--- config.mk ---
export PLATFORM = sky130hd
export DESIGN_NAME = ppc_panel
export DESIGN_NICKNAME = d
export VERILOG_FILES = /design/src/hw/ppc_pkg.sv /design/src/hw/ppc_panel.sv
export VERILOG_INCLUDE_DIRS = /design/src /design/src/hw
export SDC_FILE = /design/constraint.sdc
export NUM_CORES = 2
export LEC_CHECK = 0
export BUFFER_PORTS_ARGS = -buffer_cell sky130_fd_sc_hd__clkbuf_2
export CORE_ASPECT_RATIO = 0.75
export CORE_UTILIZATION = 40
export DETAILED_ROUTE_END_ITERATION = 7
export GPL_TIMING_DRIVEN = 0
export PLACE_DENSITY = 0.53
export SLEW_MARGIN = 30
export SYNTH_ARGS = -nofsm -noshare
export SYNTH_HDL_FRONTEND = slang
export SYNTH_SLANG_ARGS = --single-unit
export TNS_END_PERCENT = 20
--- constraint.sdc ---
create_clock -name aclk -period 4.7 [get_ports aclk]
set_clock_uncertainty 0.05 [all_clocks]
set_input_delay 0.94 -clock aclk [delete_from_list [all_inputs] [get_ports aclk]]
set_output_delay 0.94 -clock aclk [all_outputs]
set_load 0.01 [all_outputs]
--- src/hw/ppc_defines.svh ---
// Constants of the printer operator panel controller: offsets, fields, resets, timing.
// Assumes a 125 MHz aclk; included by the controller module.
`ifndef PPC_DEFINES_SVH
`define PPC_DEFINES_SVH

// Clock and timing
`define PPC_CLK_NS 8
`define PPC_HOLD_NS 1000000000
`define PPC_HOLD_CYC ((`PPC_HOLD_NS + `PPC_CLK_NS - 1) / `PPC_CLK_NS)
`define PPC_DEB_NS 10000000
`define PPC_DEB_CYC ((`PPC_DEB_NS + `PPC_CLK_NS - 1) / `PPC_CLK_NS)
`define PPC_PAUSE_NS 100000000
`define PPC_PAUSE_CYC ((`PPC_PAUSE_NS + `PPC_CLK_NS - 1) / `PPC_CLK_NS)

// Register byte offsets
`define PPC_ADDR_CTRL 32'h0000_0000
`define PPC_ADDR_STATUS 32'h0000_0004
`define PPC_ADDR_LEVEL 32'h0000_0008
`define PPC_ADDR_CHARSET 32'h0000_000c

// Control fields and reset
`define PPC_CTRL_KSR_BIT 0
`define PPC_CTRL_FLUSH_BIT 1
`define PPC_CTRL_KSR_RST 1'b0

// Status fields
`define PPC_ST_ONLINE 0
`define PPC_ST_VIEW 1
`define PPC_ST_EMPTY 2
`define PPC_ST_FULL 3
`define PPC_ST_HOME 4
`define PPC_ST_MOVING 5
`define PPC_ST_PAPER_OUT 6
`define PPC_ST_RIBBON_JAM 7
`define PPC_ST_MISC_FAULT 8
`define PPC_ST_PARK 9

// Character-set register fields
`define PPC_CS_STD_LSB 0
`define PPC_CS_ALT_LSB 4
`define PPC_CS_ACTIVE_BIT 8

// Character codes
`define PPC_CODE_PRINT_MIN 7'h20
`define PPC_CODE_SO 7'h0e
`define PPC_CODE_SI 7'h0f
`define PPC_SET_LAST 3'h6

// Bus responses
`define PPC_RESP_OKAY 2'h0
`define PPC_RESP_SLVERR 2'h2

`endif

--- src/hw/ppc_pkg.sv ---
// Types of the printer operator panel controller.
// Widths here are shared by the controller and its bench.
package ppc_pkg;

  localparam int PPC_NPIN = 11;
  localparam int PPC_DEB_W = 21;
  localparam int PPC_TMR_W = 27;
  localparam int PPC_BUF_AW = 8;

  // Panel switches and sensors, bit 10 first
  typedef struct packed {
    logic misc_fault;
    logic ribbon_jam;
    logic paper_out;
    logic motion;
    logic home;
    logic view_key;
    logic view_sw;
    logic feed_key;
    logic feed_pos3;
    logic feed_pos1;
    logic online_btn;
  } ppc_pins_t;

  typedef struct packed {
    logic [6:0] code;
    logic [2:0] set;
  } ppc_prn_t;

  typedef enum logic [1:0] {
    PPC_PR_IDLE = 2'b01,
    PPC_PR_WAIT = 2'b10
  } ppc_pr_st_t;

  typedef enum logic [2:0] {
    PPC_FK_IDLE = 3'b001,
    PPC_FK_HELD = 3'b010,
    PPC_FK_DONE = 3'b100
  } ppc_fk_st_t;

  typedef struct packed {
    ppc_pins_t s1;
    ppc_pins_t s2;
    ppc_pins_t deb;
    logic [PPC_NPIN-1:0][PPC_DEB_W-1:0] db_cnt;
    logic [5:0] cfg_s1;
    logic [5:0] cfg_s2;
    logic online;
    logic view_en;
    logic ksr_mode;
    logic alt_active;
    logic [PPC_BUF_AW-1:0] wr_ptr;
    logic [PPC_BUF_AW-1:0] rd_ptr;
    logic [PPC_BUF_AW:0] count;
    ppc_pr_st_t pr_st;
    ppc_prn_t prn;
    logic prn_valid;
    ppc_fk_st_t fk_st;
    logic [PPC_TMR_W-1:0] fk_cnt;
    logic [PPC_TMR_W-1:0] idle_cnt;
    logic line_feed;
    logic form_feed;
    logic park_req;
    logic host_busy;
    logic online_lamp;
    logic ready_lamp;
    logic fault_lamp;
    logic view_lamp;
    logic [8:0] fire;
    logic awready;
    logic wready;
    logic aw_got;
    logic w_got;
    logic [31:0] awaddr;
    logic [31:0] wdata;
    logic [3:0] wstrb;
    logic bvalid;
    logic [1:0] bresp;
    logic arready;
    logic rvalid;
    logic [31:0] rdata;
    logic [1:0] rresp;
  } ppc_state_t;

endpackage

--- src/hw/ppc_panel.sv ---
// Operator panel, receive buffer and printer state of a serial dot-matrix printer.
// Assumes one 125 MHz clock; pins and switches are asynchronous; the print
// engine, dot columns and host character strobe are on aclk.
//
// Implementation choices: the address map and the AXI4-Lite register port.
`timescale 1ns/1ps
`include "ppc_defines.svh"

module ppc_panel #(
  parameter int HOLD_CYC = `PPC_HOLD_CYC,
  parameter int DEB_CYC = `PPC_DEB_CYC,
  parameter int PAUSE_CYC = `PPC_PAUSE_CYC
) (
  // Clock and reset
  input wire logic aclk,
  input wire logic aresetn,
  // AXI4-Lite register slave
  input wire logic [31:0] s_axi_awaddr,
  input wire logic s_axi_awvalid,
  output logic s_axi_awready,
  input wire logic [31:0] s_axi_wdata,
  input wire logic [3:0] s_axi_wstrb,
  input wire logic s_axi_wvalid,
  output logic s_axi_wready,
  output logic [1:0] s_axi_bresp,
  output logic s_axi_bvalid,
  input wire logic s_axi_bready,
  input wire logic [31:0] s_axi_araddr,
  input wire logic s_axi_arvalid,
  output logic s_axi_arready,
  output logic [31:0] s_axi_rdata,
  output logic [1:0] s_axi_rresp,
  output logic s_axi_rvalid,
  input wire logic s_axi_rready,
  // Host character stream
  input wire logic host_valid,
  input wire logic [6:0] host_char,
  output logic host_busy,
  // Panel switches, sensors and board switches
  input wire ppc_pkg::ppc_pins_t pins,
  input wire logic [2:0] cfg_std_set,
  input wire logic [2:0] cfg_alt_set,
  // Print engine
  output ppc_pkg::ppc_prn_t prn_req,
  output logic prn_valid,
  input wire logic prn_ready,
  input wire logic [8:0] dot_col,
  input wire logic dot_strobe,
  output logic [8:0] fire,
  // Paper and carriage commands
  output logic line_feed,
  output logic form_feed,
  output logic park_req,
  // Lamps
  output logic online_lamp,
  output logic ready_lamp,
  output logic fault_lamp,
  output logic view_lamp
);
  import ppc_pkg::*;

  localparam int DEPTH = 1 << PPC_BUF_AW;

  ppc_state_t q;
  ppc_state_t nxt;
  logic [6:0] mem [DEPTH];
  logic do_push;

  function automatic logic [2:0] set_clamp(input logic [2:0] sel);
    set_clamp = (sel > `PPC_SET_LAST) ? 3'h0 : sel;
  endfunction

  ////////////////////////////////////////////////////////////////////////////
  always_comb begin
    logic [PPC_NPIN-1:0] raw;
    logic [PPC_NPIN-1:0] clean;
    ppc_pins_t rise;
    logic fault;
    logic full;
    logic do_pop;
    logic [6:0] pop_code;
    logic [2:0] std_set;
    logic [2:0] alt_set;
    logic idle;
    logic [31:0] rd_word;
    logic rd_ok;
    raw = '0;
    clean = '0;
    rise = '0;
    fault = 1'b0;
    full = 1'b0;
    do_pop = 1'b0;
    pop_code = '0;
    std_set = '0;
    alt_set = '0;
    idle = 1'b0;
    rd_word = '0;
    rd_ok = 1'b0;
    do_push = 1'b0;
    nxt = q;

    // Two-stage synchronisers, then a stable-for-DEB_CYC filter per panel pin (board switches only synchronised)
    nxt.s1 = pins;
    nxt.s2 = q.s1;
    nxt.cfg_s1 = {cfg_alt_set, cfg_std_set};
    nxt.cfg_s2 = q.cfg_s1;
    raw = q.s2;
    clean = q.deb;
    for (int i = 0; i < PPC_NPIN; i++) begin
      if (raw[i] == clean[i]) begin
        nxt.db_cnt[i] = '0;
      end else if (q.db_cnt[i] == PPC_DEB_W'(DEB_CYC - 1)) begin
        nxt.db_cnt[i] = '0;
        clean[i] = raw[i];
      end else begin
        nxt.db_cnt[i] = q.db_cnt[i] + PPC_DEB_W'(1);
      end
    end
    nxt.deb = clean;
    rise = clean & ~q.deb;

    fault = q.deb.paper_out | q.deb.ribbon_jam | q.deb.misc_fault;
    full = q.count[PPC_BUF_AW];
    std_set = set_clamp(q.cfg_s2[2:0]);
    alt_set = set_clamp(q.cfg_s2[5:3]);

    // Online toggle and view feature
    if (rise.online_btn) begin
      nxt.online = ~q.online;
    end
    if (q.ksr_mode) begin
      if (rise.view_key) begin
        nxt.view_en = ~q.view_en;
      end
    end else begin
      nxt.view_en = q.deb.view_sw;
    end

    // Receive buffer fill, online or offline
    do_push = host_valid & ~full;
    if (do_push) begin
      nxt.wr_ptr = q.wr_ptr + PPC_BUF_AW'(1);
    end

    // Buffer drain toward the print engine
    nxt.line_feed = 1'b0;
    nxt.form_feed = 1'b0;
    case (q.pr_st)
      PPC_PR_IDLE: begin
        if (q.online && !fault && q.count != '0) begin
          do_pop = 1'b1;
          pop_code = mem[q.rd_ptr];
          nxt.rd_ptr = q.rd_ptr + PPC_BUF_AW'(1);
          if (pop_code < `PPC_CODE_PRINT_MIN) begin
            if (pop_code == `PPC_CODE_SO) begin
              nxt.alt_active = 1'b1;
            end else if (pop_code == `PPC_CODE_SI) begin
              nxt.alt_active = 1'b0;
            end
          end else begin
            nxt.prn.code = pop_code;
            nxt.prn.set = q.alt_active ? alt_set : std_set;
            nxt.prn_valid = 1'b1;
            nxt.pr_st = PPC_PR_WAIT;
          end
        end
      end
      PPC_PR_WAIT: begin
        if (prn_ready) begin
          nxt.prn_valid = 1'b0;
          nxt.pr_st = PPC_PR_IDLE;
        end
      end
      default: begin
        nxt.prn_valid = 1'b0;
        nxt.pr_st = PPC_PR_IDLE;
      end
    endcase

    case ({do_push, do_pop})
      2'b10: nxt.count = q.count + (PPC_BUF_AW + 1)'(1);
      2'b01: nxt.count = q.count - (PPC_BUF_AW + 1)'(1);
      default: nxt.count = q.count;
    endcase

    // Feed controls: three-position switch or the combined key
    if (!q.ksr_mode) begin
      nxt.line_feed = rise.feed_pos1;
      nxt.form_feed = rise.feed_pos3;
      nxt.fk_st = PPC_FK_IDLE;
    end else begin
      case (q.fk_st)
        PPC_FK_IDLE: begin
          nxt.fk_cnt = '0;
          if (rise.feed_key) begin
            nxt.fk_st = PPC_FK_HELD;
          end
        end
        PPC_FK_HELD: begin
          if (!q.deb.feed_key) begin
            nxt.line_feed = 1'b1;
            nxt.fk_st = PPC_FK_IDLE;
          end else if (q.fk_cnt == PPC_TMR_W'(HOLD_CYC)) begin
            nxt.form_feed = 1'b1;
            nxt.fk_st = PPC_FK_DONE;
          end else begin
            nxt.fk_cnt = q.fk_cnt + PPC_TMR_W'(1);
          end
        end
        PPC_FK_DONE: begin
          if (!q.deb.feed_key) begin
            nxt.fk_st = PPC_FK_IDLE;
          end
        end
        default: nxt.fk_st = PPC_FK_IDLE;
      endcase
    end

    // View parking after a printing pause
    idle = q.online && q.view_en && q.count == '0 && q.pr_st == PPC_PR_IDLE
      && !q.deb.motion;
    if (!idle) begin
      nxt.idle_cnt = '0;
      nxt.park_req = 1'b0;
    end else if (q.idle_cnt == PPC_TMR_W'(PAUSE_CYC - 1)) begin
      nxt.park_req = 1'b1;
    end else begin
      nxt.idle_cnt = q.idle_cnt + PPC_TMR_W'(1);
    end

    // Lamps, busy and dot column
    nxt.online_lamp = nxt.online;
    nxt.host_busy = ~nxt.online | nxt.count[PPC_BUF_AW];
    nxt.ready_lamp = nxt.online & ~fault & ~nxt.count[PPC_BUF_AW];
    nxt.fault_lamp = fault;
    nxt.view_lamp = nxt.view_en;
    nxt.fire = (q.online && dot_strobe) ? dot_col : 9'h000;

    // Write channel: address and data in either order, then response
    if (q.bvalid && s_axi_bready) begin
      nxt.bvalid = 1'b0;
    end
    if (s_axi_awvalid && q.awready) begin
      nxt.aw_got = 1'b1;
      nxt.awaddr = s_axi_awaddr;
    end
    if (s_axi_wvalid && q.wready) begin
      nxt.w_got = 1'b1;
      nxt.wdata = s_axi_wdata;
      nxt.wstrb = s_axi_wstrb;
    end
    if (q.aw_got && q.w_got && !q.bvalid) begin
      nxt.aw_got = 1'b0;
      nxt.w_got = 1'b0;
      nxt.bvalid = 1'b1;
      nxt.bresp = `PPC_RESP_OKAY;
      if (q.awaddr == `PPC_ADDR_CTRL) begin
        if (q.wstrb[0]) begin
          nxt.ksr_mode = q.wdata[`PPC_CTRL_KSR_BIT];
          if (q.wdata[`PPC_CTRL_FLUSH_BIT]) begin
            // Flush drops buffered characters, including one arriving now
            nxt.rd_ptr = '0;
            nxt.wr_ptr = '0;
            nxt.count = '0;
          end
        end
      end else if (q.awaddr != `PPC_ADDR_STATUS && q.awaddr != `PPC_ADDR_LEVEL
                   && q.awaddr != `PPC_ADDR_CHARSET) begin
        nxt.bresp = `PPC_RESP_SLVERR;
      end
    end
    nxt.awready = ~nxt.aw_got & ~nxt.bvalid;
    nxt.wready = ~nxt.w_got & ~nxt.bvalid;

    // Read channel
    if (q.rvalid && s_axi_rready) begin
      nxt.rvalid = 1'b0;
    end
    if (s_axi_arvalid && q.arready) begin
      rd_ok = 1'b1;
      case (s_axi_araddr)
        `PPC_ADDR_CTRL: rd_word[`PPC_CTRL_KSR_BIT] = q.ksr_mode;
        `PPC_ADDR_STATUS: begin
          rd_word[`PPC_ST_ONLINE] = q.online;
          rd_word[`PPC_ST_VIEW] = q.view_en;
          rd_word[`PPC_ST_EMPTY] = (q.count == '0);
          rd_word[`PPC_ST_FULL] = full;
          rd_word[`PPC_ST_HOME] = q.deb.home;
          rd_word[`PPC_ST_MOVING] = q.deb.motion;
          rd_word[`PPC_ST_PAPER_OUT] = q.deb.paper_out;
          rd_word[`PPC_ST_RIBBON_JAM] = q.deb.ribbon_jam;
          rd_word[`PPC_ST_MISC_FAULT] = q.deb.misc_fault;
          rd_word[`PPC_ST_PARK] = q.park_req;
        end
        `PPC_ADDR_LEVEL: rd_word[PPC_BUF_AW:0] = q.count;
        `PPC_ADDR_CHARSET: begin
          rd_word[`PPC_CS_STD_LSB +: 3] = std_set;
          rd_word[`PPC_CS_ALT_LSB +: 3] = alt_set;
          rd_word[`PPC_CS_ACTIVE_BIT] = q.alt_active;
        end
        default: rd_ok = 1'b0;
      endcase
      nxt.rvalid = 1'b1;
      nxt.rdata = rd_word;
      nxt.rresp = rd_ok ? `PPC_RESP_OKAY : `PPC_RESP_SLVERR;
    end
    nxt.arready = ~nxt.rvalid;
  end

  ////////////////////////////////////////////////////////////////////////////
  always_ff @(posedge aclk) begin
    if (!aresetn) begin
      q <= '0;
      q.ksr_mode <= `PPC_CTRL_KSR_RST;
      q.pr_st <= PPC_PR_IDLE;
      q.fk_st <= PPC_FK_IDLE;
      q.host_busy <= 1'b1;
    end else begin
      q <= nxt;
    end
  end

  // Character storage, written at the push pointer
  always_ff @(posedge aclk) begin
    if (do_push) begin
      mem[q.wr_ptr] <= host_char;
    end
  end

  ////////////////////////////////////////////////////////////////////////////
  assign s_axi_awready = q.awready;
  assign s_axi_wready = q.wready;
  assign s_axi_bresp = q.bresp;
  assign s_axi_bvalid = q.bvalid;
  assign s_axi_arready = q.arready;
  assign s_axi_rdata = q.rdata;
  assign s_axi_rresp = q.rresp;
  assign s_axi_rvalid = q.rvalid;
  assign host_busy = q.host_busy;
  assign prn_req = q.prn;
  assign prn_valid = q.prn_valid;
  assign fire = q.fire;
  assign line_feed = q.line_feed;
  assign form_feed = q.form_feed;
  assign park_req = q.park_req;
  assign online_lamp = q.online_lamp;
  assign ready_lamp = q.ready_lamp;
  assign fault_lamp = q.fault_lamp;
  assign view_lamp = q.view_lamp;

endmodule // ppc_panel

* Yosys cells after proc, flatten, opt, wreduce, memory -nomap -nowiden
Memory sizes are Yosys's and may differ from the RTL's. A register that Yosys moved wholly into a read port is not among the register bits.
Index checks and enable logic that the tools add are counted.
** Word-level totals
- Bits in registers :: 446
- RAM bits :: 1792
- Memories :: 1
** Cells by class
- Add/subtract/negate cells :: 17
- $lt $le $gt $ge :: 3
- Equal/unequal tests :: 48
- Muxes and demuxes :: 81
- Bitwise gates (word level) :: 22
- Reductions and logical operators :: 46
** Memories
- mem :: depth 256, width 7, read ports 1, clocked after memory_dff 1, wr ports 1, line ppc_panel.sv:66 : logic [6:0] mem [DEPTH];
** Operators with widths (count)
- adder 21 x 1 -> 21 bit (second input constant) :: 11
- equality test 21 bit (second input constant) :: 11
- 2-to-1 mux 25 bit :: 4
- equality test 32 x 4 -> 1 bit (second input constant) :: 2
- logical NOT 32 bit :: 2
- != test 32 x 4 -> 1 bit (second input constant) :: 2
- adder 27 x 1 -> 27 bit (second input constant) :: 2
- 2-to-1 mux 27 bit :: 2
- case mux 27 bit (2 select lines) :: 1
- 2-to-1 mux 1 bit :: 42
- 2-to-1 mux 35 bit :: 1
- OR reduction 3 bit :: 11
- equality test 32 x 3 -> 1 bit (second input constant) :: 1
- 2-to-1 mux 8 bit :: 4
- != test 32 x 3 -> 1 bit (second input constant) :: 1
- equality test 27 x 24 -> 1 bit (second input constant) :: 1
- equality test 27 bit (second input constant) :: 1
- 2-to-1 mux 13 bit :: 2
- 2-to-1 mux 3 bit :: 8
- case mux 3 bit (3 select lines) :: 2
- case mux 9 bit (2 select lines) :: 1
- adder 8 x 1 -> 8 bit (second input constant) :: 2
- logical AND 1 bit :: 16
- equality test 7 x 4 -> 1 bit (second input constant) :: 2
- other kinds (32) :: 85

* Logic depth before layout (Yosys ltp)
- Depth after elaboration :: 14
- Gate-level depth with buffers :: 18
- Mapped depth without buffers :: 15

* Worst setup path before layout
OpenSTA, ideal clock, no wires.
- Kind :: reg-to-reg
- Start :: register q[202] in the netlist's numbering
- End :: register q (netlist bit ready_lamp)
- Arrival time :: 3.721 ns
- Required time :: 4.534 ns
- Path slack :: 0.813 ns
- Cell stages (with the launch flop) :: 19
- Path buffers :: 3
- Period minus slack after synthesis :: 3.887 ns
- Cells stage by stage :: dfxtp_1 clkbuf_1 nor2_1 nand4_1 nor3b_1 clkbuf_1 ha_1 clkbuf_1 xor2_1 ha_1 and3b_1 o21ai_0 nand2_1 a31o_2 a22oi_1 a32oi_1 a21o_1 xor2_1 and3b_1
** On the way
- Word-level cells in the longest chain between the ends :: 8
- Elaborated cells between the ends (all ways) :: 11
- Classes of those cells :: add/sub (2); eq/ne (2); mux (3); bitwise (2); reduce/logical (2)
** RTL lines
- start: declaration :: line ppc_panel.sv:64 : ppc_state_t q;
- start signal: assignment :: line ppc_panel.sv:319 : q <= nxt;
- nonzero test 9 bit :: line ppc_panel.sv:150 : if (q.online && !fault && q.count != '0) begin
- logical AND 1 bit :: line ppc_panel.sv:150
- 2-to-1 mux 1 bit :: line ppc_panel.sv:150
- 2-to-1 mux 1 bit :: line ppc_panel.sv:148 : case (q.pr_st)
- equality test 2 x 1 -> 1 bit / equality test 2 bit (equally long branches) :: line ppc_panel.sv:180 : case ({do_push, do_pop})
- case mux 9 bit (2 select lines) * :: line ppc_panel.sv:180
- inverter 1 bit * :: line ppc_panel.sv:234 : nxt.ready_lamp = nxt.online & ~fault & ~nxt.count[PPC_BUF_AW];
- bitwise AND 1 bit * :: line ppc_panel.sv:234
Mark *: on every way between the ends. The rest lies on a longest branch, timed or not.
A chain may end at the register's enable or synchronous reset.

==> results.toml <==
[yosys]
syn_inst = 5495
synth-xor-area-share = 0.0275
synthDistinctLibCells = 81
yosysTopAreaCell = "edfxtp_1"
synth_compound_area_frac = 0.0351
synth-seq-area-share = 0.705
syn_avg_cell_area_um2 = 16.2
synth_mux_area_frac = 0.125
async_flop_share = 0
synthFlopType = "edfxtp_1"
yosysWarnings = 0
yosys.area_share.simple = 0.0804
yosys.area_share.adder = 0.00310
synth_area_leaders = "edfxtp_1 (61%), mux4_2 (10%), dfxtp_1 (10%), nor2_1 (2.7%), mux2i_1 (2.1%)"
synth_top_area_share = 0.605
synth_top_family_by_area = "multiplexers"
postSynthRegisterBits = 2235
netlist_area_um2 = 88900
synth_edf_count = 1792

[critical_path]
path_buf_inv = 4
worst-r2r-setup-slack_ns = -0.32
cp_slowest_cell = "nor2b_2"
critical_path.most_common_cell = "buf_2"
worst_ep_required_time_ns = 5.40
critPathCaptureType = "register"
arrival_ns = 5.72
crit_path_max_incr_delay_ns = 0.61
worst_setup_path_start_kind = "register"
rr_endpoint = "q[223]"
cp_top_family = "buffers and inverters"
critical_path_class = "register to register"
rr_worst_depth = 13
r2r_start = "q[210]"
path_cells = "buf_2 > nor2b_2 > clkbuf_4 > buf_2 > buf_4 > a22oi_1 > a31oi_1 > nand4_1 > o21ai_1 > o22ai_2 > nand3_1 > nor3b_2 > mux2i_1"
worstPathMaxFanout = 10

[routing]
viasPerCell = 6.04
ant_nets = 0
drt_pre_antenna_iters = 8
vias = 54800
drt-wirelength-per-cell_um = 36.1
wirelength_um = 328000
drt-initial-drc-count = 9049
route.detailed.drc = 2

[clocking]
numCtsBuffers = 217
cts.htree.levels = 4
ctsLongestPathBuffers = 4
clkTransAtPathRegs_ns = 0.06
cts_tree = "done"
clock_latency_ns = 0.89
cts_sinks = 2235
root_buffer = "clkbuf_16"

[sta]
finalWorstSetupSlack_ns = -0.323
hold_viol = 0
fmax_mhz = 199
fin_crit_ns = 5.02
rsz0062_at_grt = "true"
finalMaxSlewViolations = 0
tightestPinTransition_ns = 1.22
period_share = 1.07
max_slew_margin = 0.187
setup_viol = 8

[floorplan]
core_area_um2 = 220000
io_pins = 212
die-area_um2 = 224000
die_y_um = 410
start_util = 0.404
rows = 149
die_x_um = 546

[placement]
dp.cells = 8678
portBuffers = 152
dpl.hpwl_um = 223000
gp_congestion = 0.988

[finish]
area_growth_syn_to_layout_pct = 15.5
instances_no_fill = 9078
final_common_cell = "edfxtp_1"
num-nets-final = 6119
layout_common_cells = "edfxtp_1 (1792), nor2_1 (626), dfxtp_1 (443), mux4_2 (403), nand2_1 (280)"
drive_above_1_share = 0.203
fill_cells = 19200

[power_and_ir_drop]
p_comb_frac = 0.018
peakVddDrop_uv = 310
p_total_uw = 39000
p_int_uw = 30700
p_switching_uw = 8250
leakagePower_uw = 0.0319
p_clk_frac = 0.433
swShare = 0.212
p_seq_frac = 0.549
powerDensity_nw_per_um2 = 379

[global_route]
gr-total-overflow = 0
grt_pass1_vias = 50600
antenna_found_initial = 26
grt_usage = 0.288
grt_pass1_wl_um = 437000
grt_max_degree = 106

[run_status]
status = "finished, violations left"
violations = "design-rule violations, negative setup slack"

[hold_path]
min-delay-start = "dot_col[1]"
holdPathStages = 2
min_path_type = "input port to register"
holdPathEnd = "fire[1]"

[run]
cap_violations = 0
## worst max path at each step
stage | start | endpoint | cells past startpoint
3_3_place_gp | q[208] | q[223] | 13
5_1_grt | q[209] | q[223] | 14
6_report | q[210] | q[223] | 13
2_1_floorplan | q[202] | ready_lamp | 18
3_5_place_dp | q[208] | q[223] | 15
4_1_cts | q[207] | q[223] | 15
## power groups by stage
stage / registers (uW) / logic (uW) / clock network [uW]
after floorplan: 21800 / 184 / 0
after global placement: 21900 / 602 / 0
after detailed placement: 21800 / 685 / 0
after CTS: 21400 / 689 / 16900
after global routing: 21400 / 734 / 17700
final: 21400 / 702 / 16900
## registers in the layout (all words and copies together), names as in the netlist, named ones only
register       count
fault_lamp         1
fire               9
form_feed          1
host_busy          1
line_feed          1
mem             1792
nxt               17
online_lamp        1
park_req           1
prn_req           10
q                381
ready_lamp         1
s_axi_arready      1
s_axi_awready      1
s_axi_bresp        1
s_axi_bvalid       1
s_axi_rdata       10
s_axi_rresp        1
s_axi_rvalid       1
s_axi_wready       1
view_lamp          1
## through the flow
step / hold slack (ns) / area (um2) / utilization / setup WS [ns] / TNS [ns]
floorplan: 0.362 / 89000 / - / 0.813 / 0
global placement: 0.371 / 93500 / 0.424 / -3.36 / -2066.50
detailed placement: 0.369 / 95300 / 0.432 / -1.82 / -13.52
CTS: 0.169 / 102000 / 0.465 / -0.0733 / -0.0733
global route: 0.192 / 103000 / 0.466 / -0.0117 / -0.0117
finish: 0.229 / 103000 / 0.466 / -0.323 / -1.54
## per-layer routing
| metal | global-route usage | part of all wire | routed length, um | vias to the layer above |
|---|---|---|---|---|
| met2 | 0.389 | 0.40 | 132000 | 3410 |
| li1 | - | - | - | 22000 |
| met3 | 0.103 | 0.14 | 44600 | 597 |
| met1 | 0.425 | 0.43 | 140000 | 28700 |
| met4 | 0.0970 | 0.036 | 11900 | 12 |
| met5 | 0 | 0.00023 | 76 | - |
## cells by family after synthesis
kind of cell             Yosys count
adder cells (fa/ha/maj)           22
flip-flops                      2235
multiplexers                     608
AO/OA/AOI/OAI                    442
buffers and inverters            387
XOR/XNOR                         279
other                              1
AND/OR/NAND/NOR                 1521
## cells in the mapped netlist, types with 6 or more instances
library cell,count
edfxtp_1,1792
nor2_1,642
dfxtp_1,443
mux4_2,403
nand2_1,281
mux2i_1,183
xor2_1,168
clkbuf_1,167
nand3_1,155
xnor2_1,111
a22oi_1,86
buf_4,84
a21oi_1,67
and3_1,66
nand4_1,60
o21ai_0,56
nor2b_1,54
and2_1,53
inv_1,47
a21boi_0,43
nor3_1,39
nor4_1,37
buf_2,35
buf_6,28
or3_1,28
a211oi_1,27
a22o_1,24
o22ai_1,24
ha_1,22
a221oi_1,20
nor4b_1,19
buf_1,18
mux2_2,18
and4_1,16
nand3b_1,15
o221ai_1,15
nand2b_1,12
a31oi_1,10
nor3b_1,10
o211ai_1,10
or2_2,10
a32oi_1,7
a311oi_1,6
o211a_1,6
## final cells by class
type,instances,area (um2),share of cell area
sequential,2235,62700,0.610
clock buffer,284,5770,0.0562
clock inverter,103,768,0.00748
multi-input combinational,2896,24700,0.240
antenna,12,30.0,0.000292
inverter,48,180,0.00175
buffer,333,2540,0.0248
tap,2944,3680,0.0359
timing repair buffer,223,2410,0.0235
## repair_timing
item | CTS | global route
hold endpoints to repair | 0 | 0
setup endpoints to repair | 17 | 14
hold buffers | 0 | 0
buffers inserted | 5 | 2
resized for setup | 154 | 53
pin swaps | 8 | 4
No activity file was read; power rests on OpenSTA's default activity.
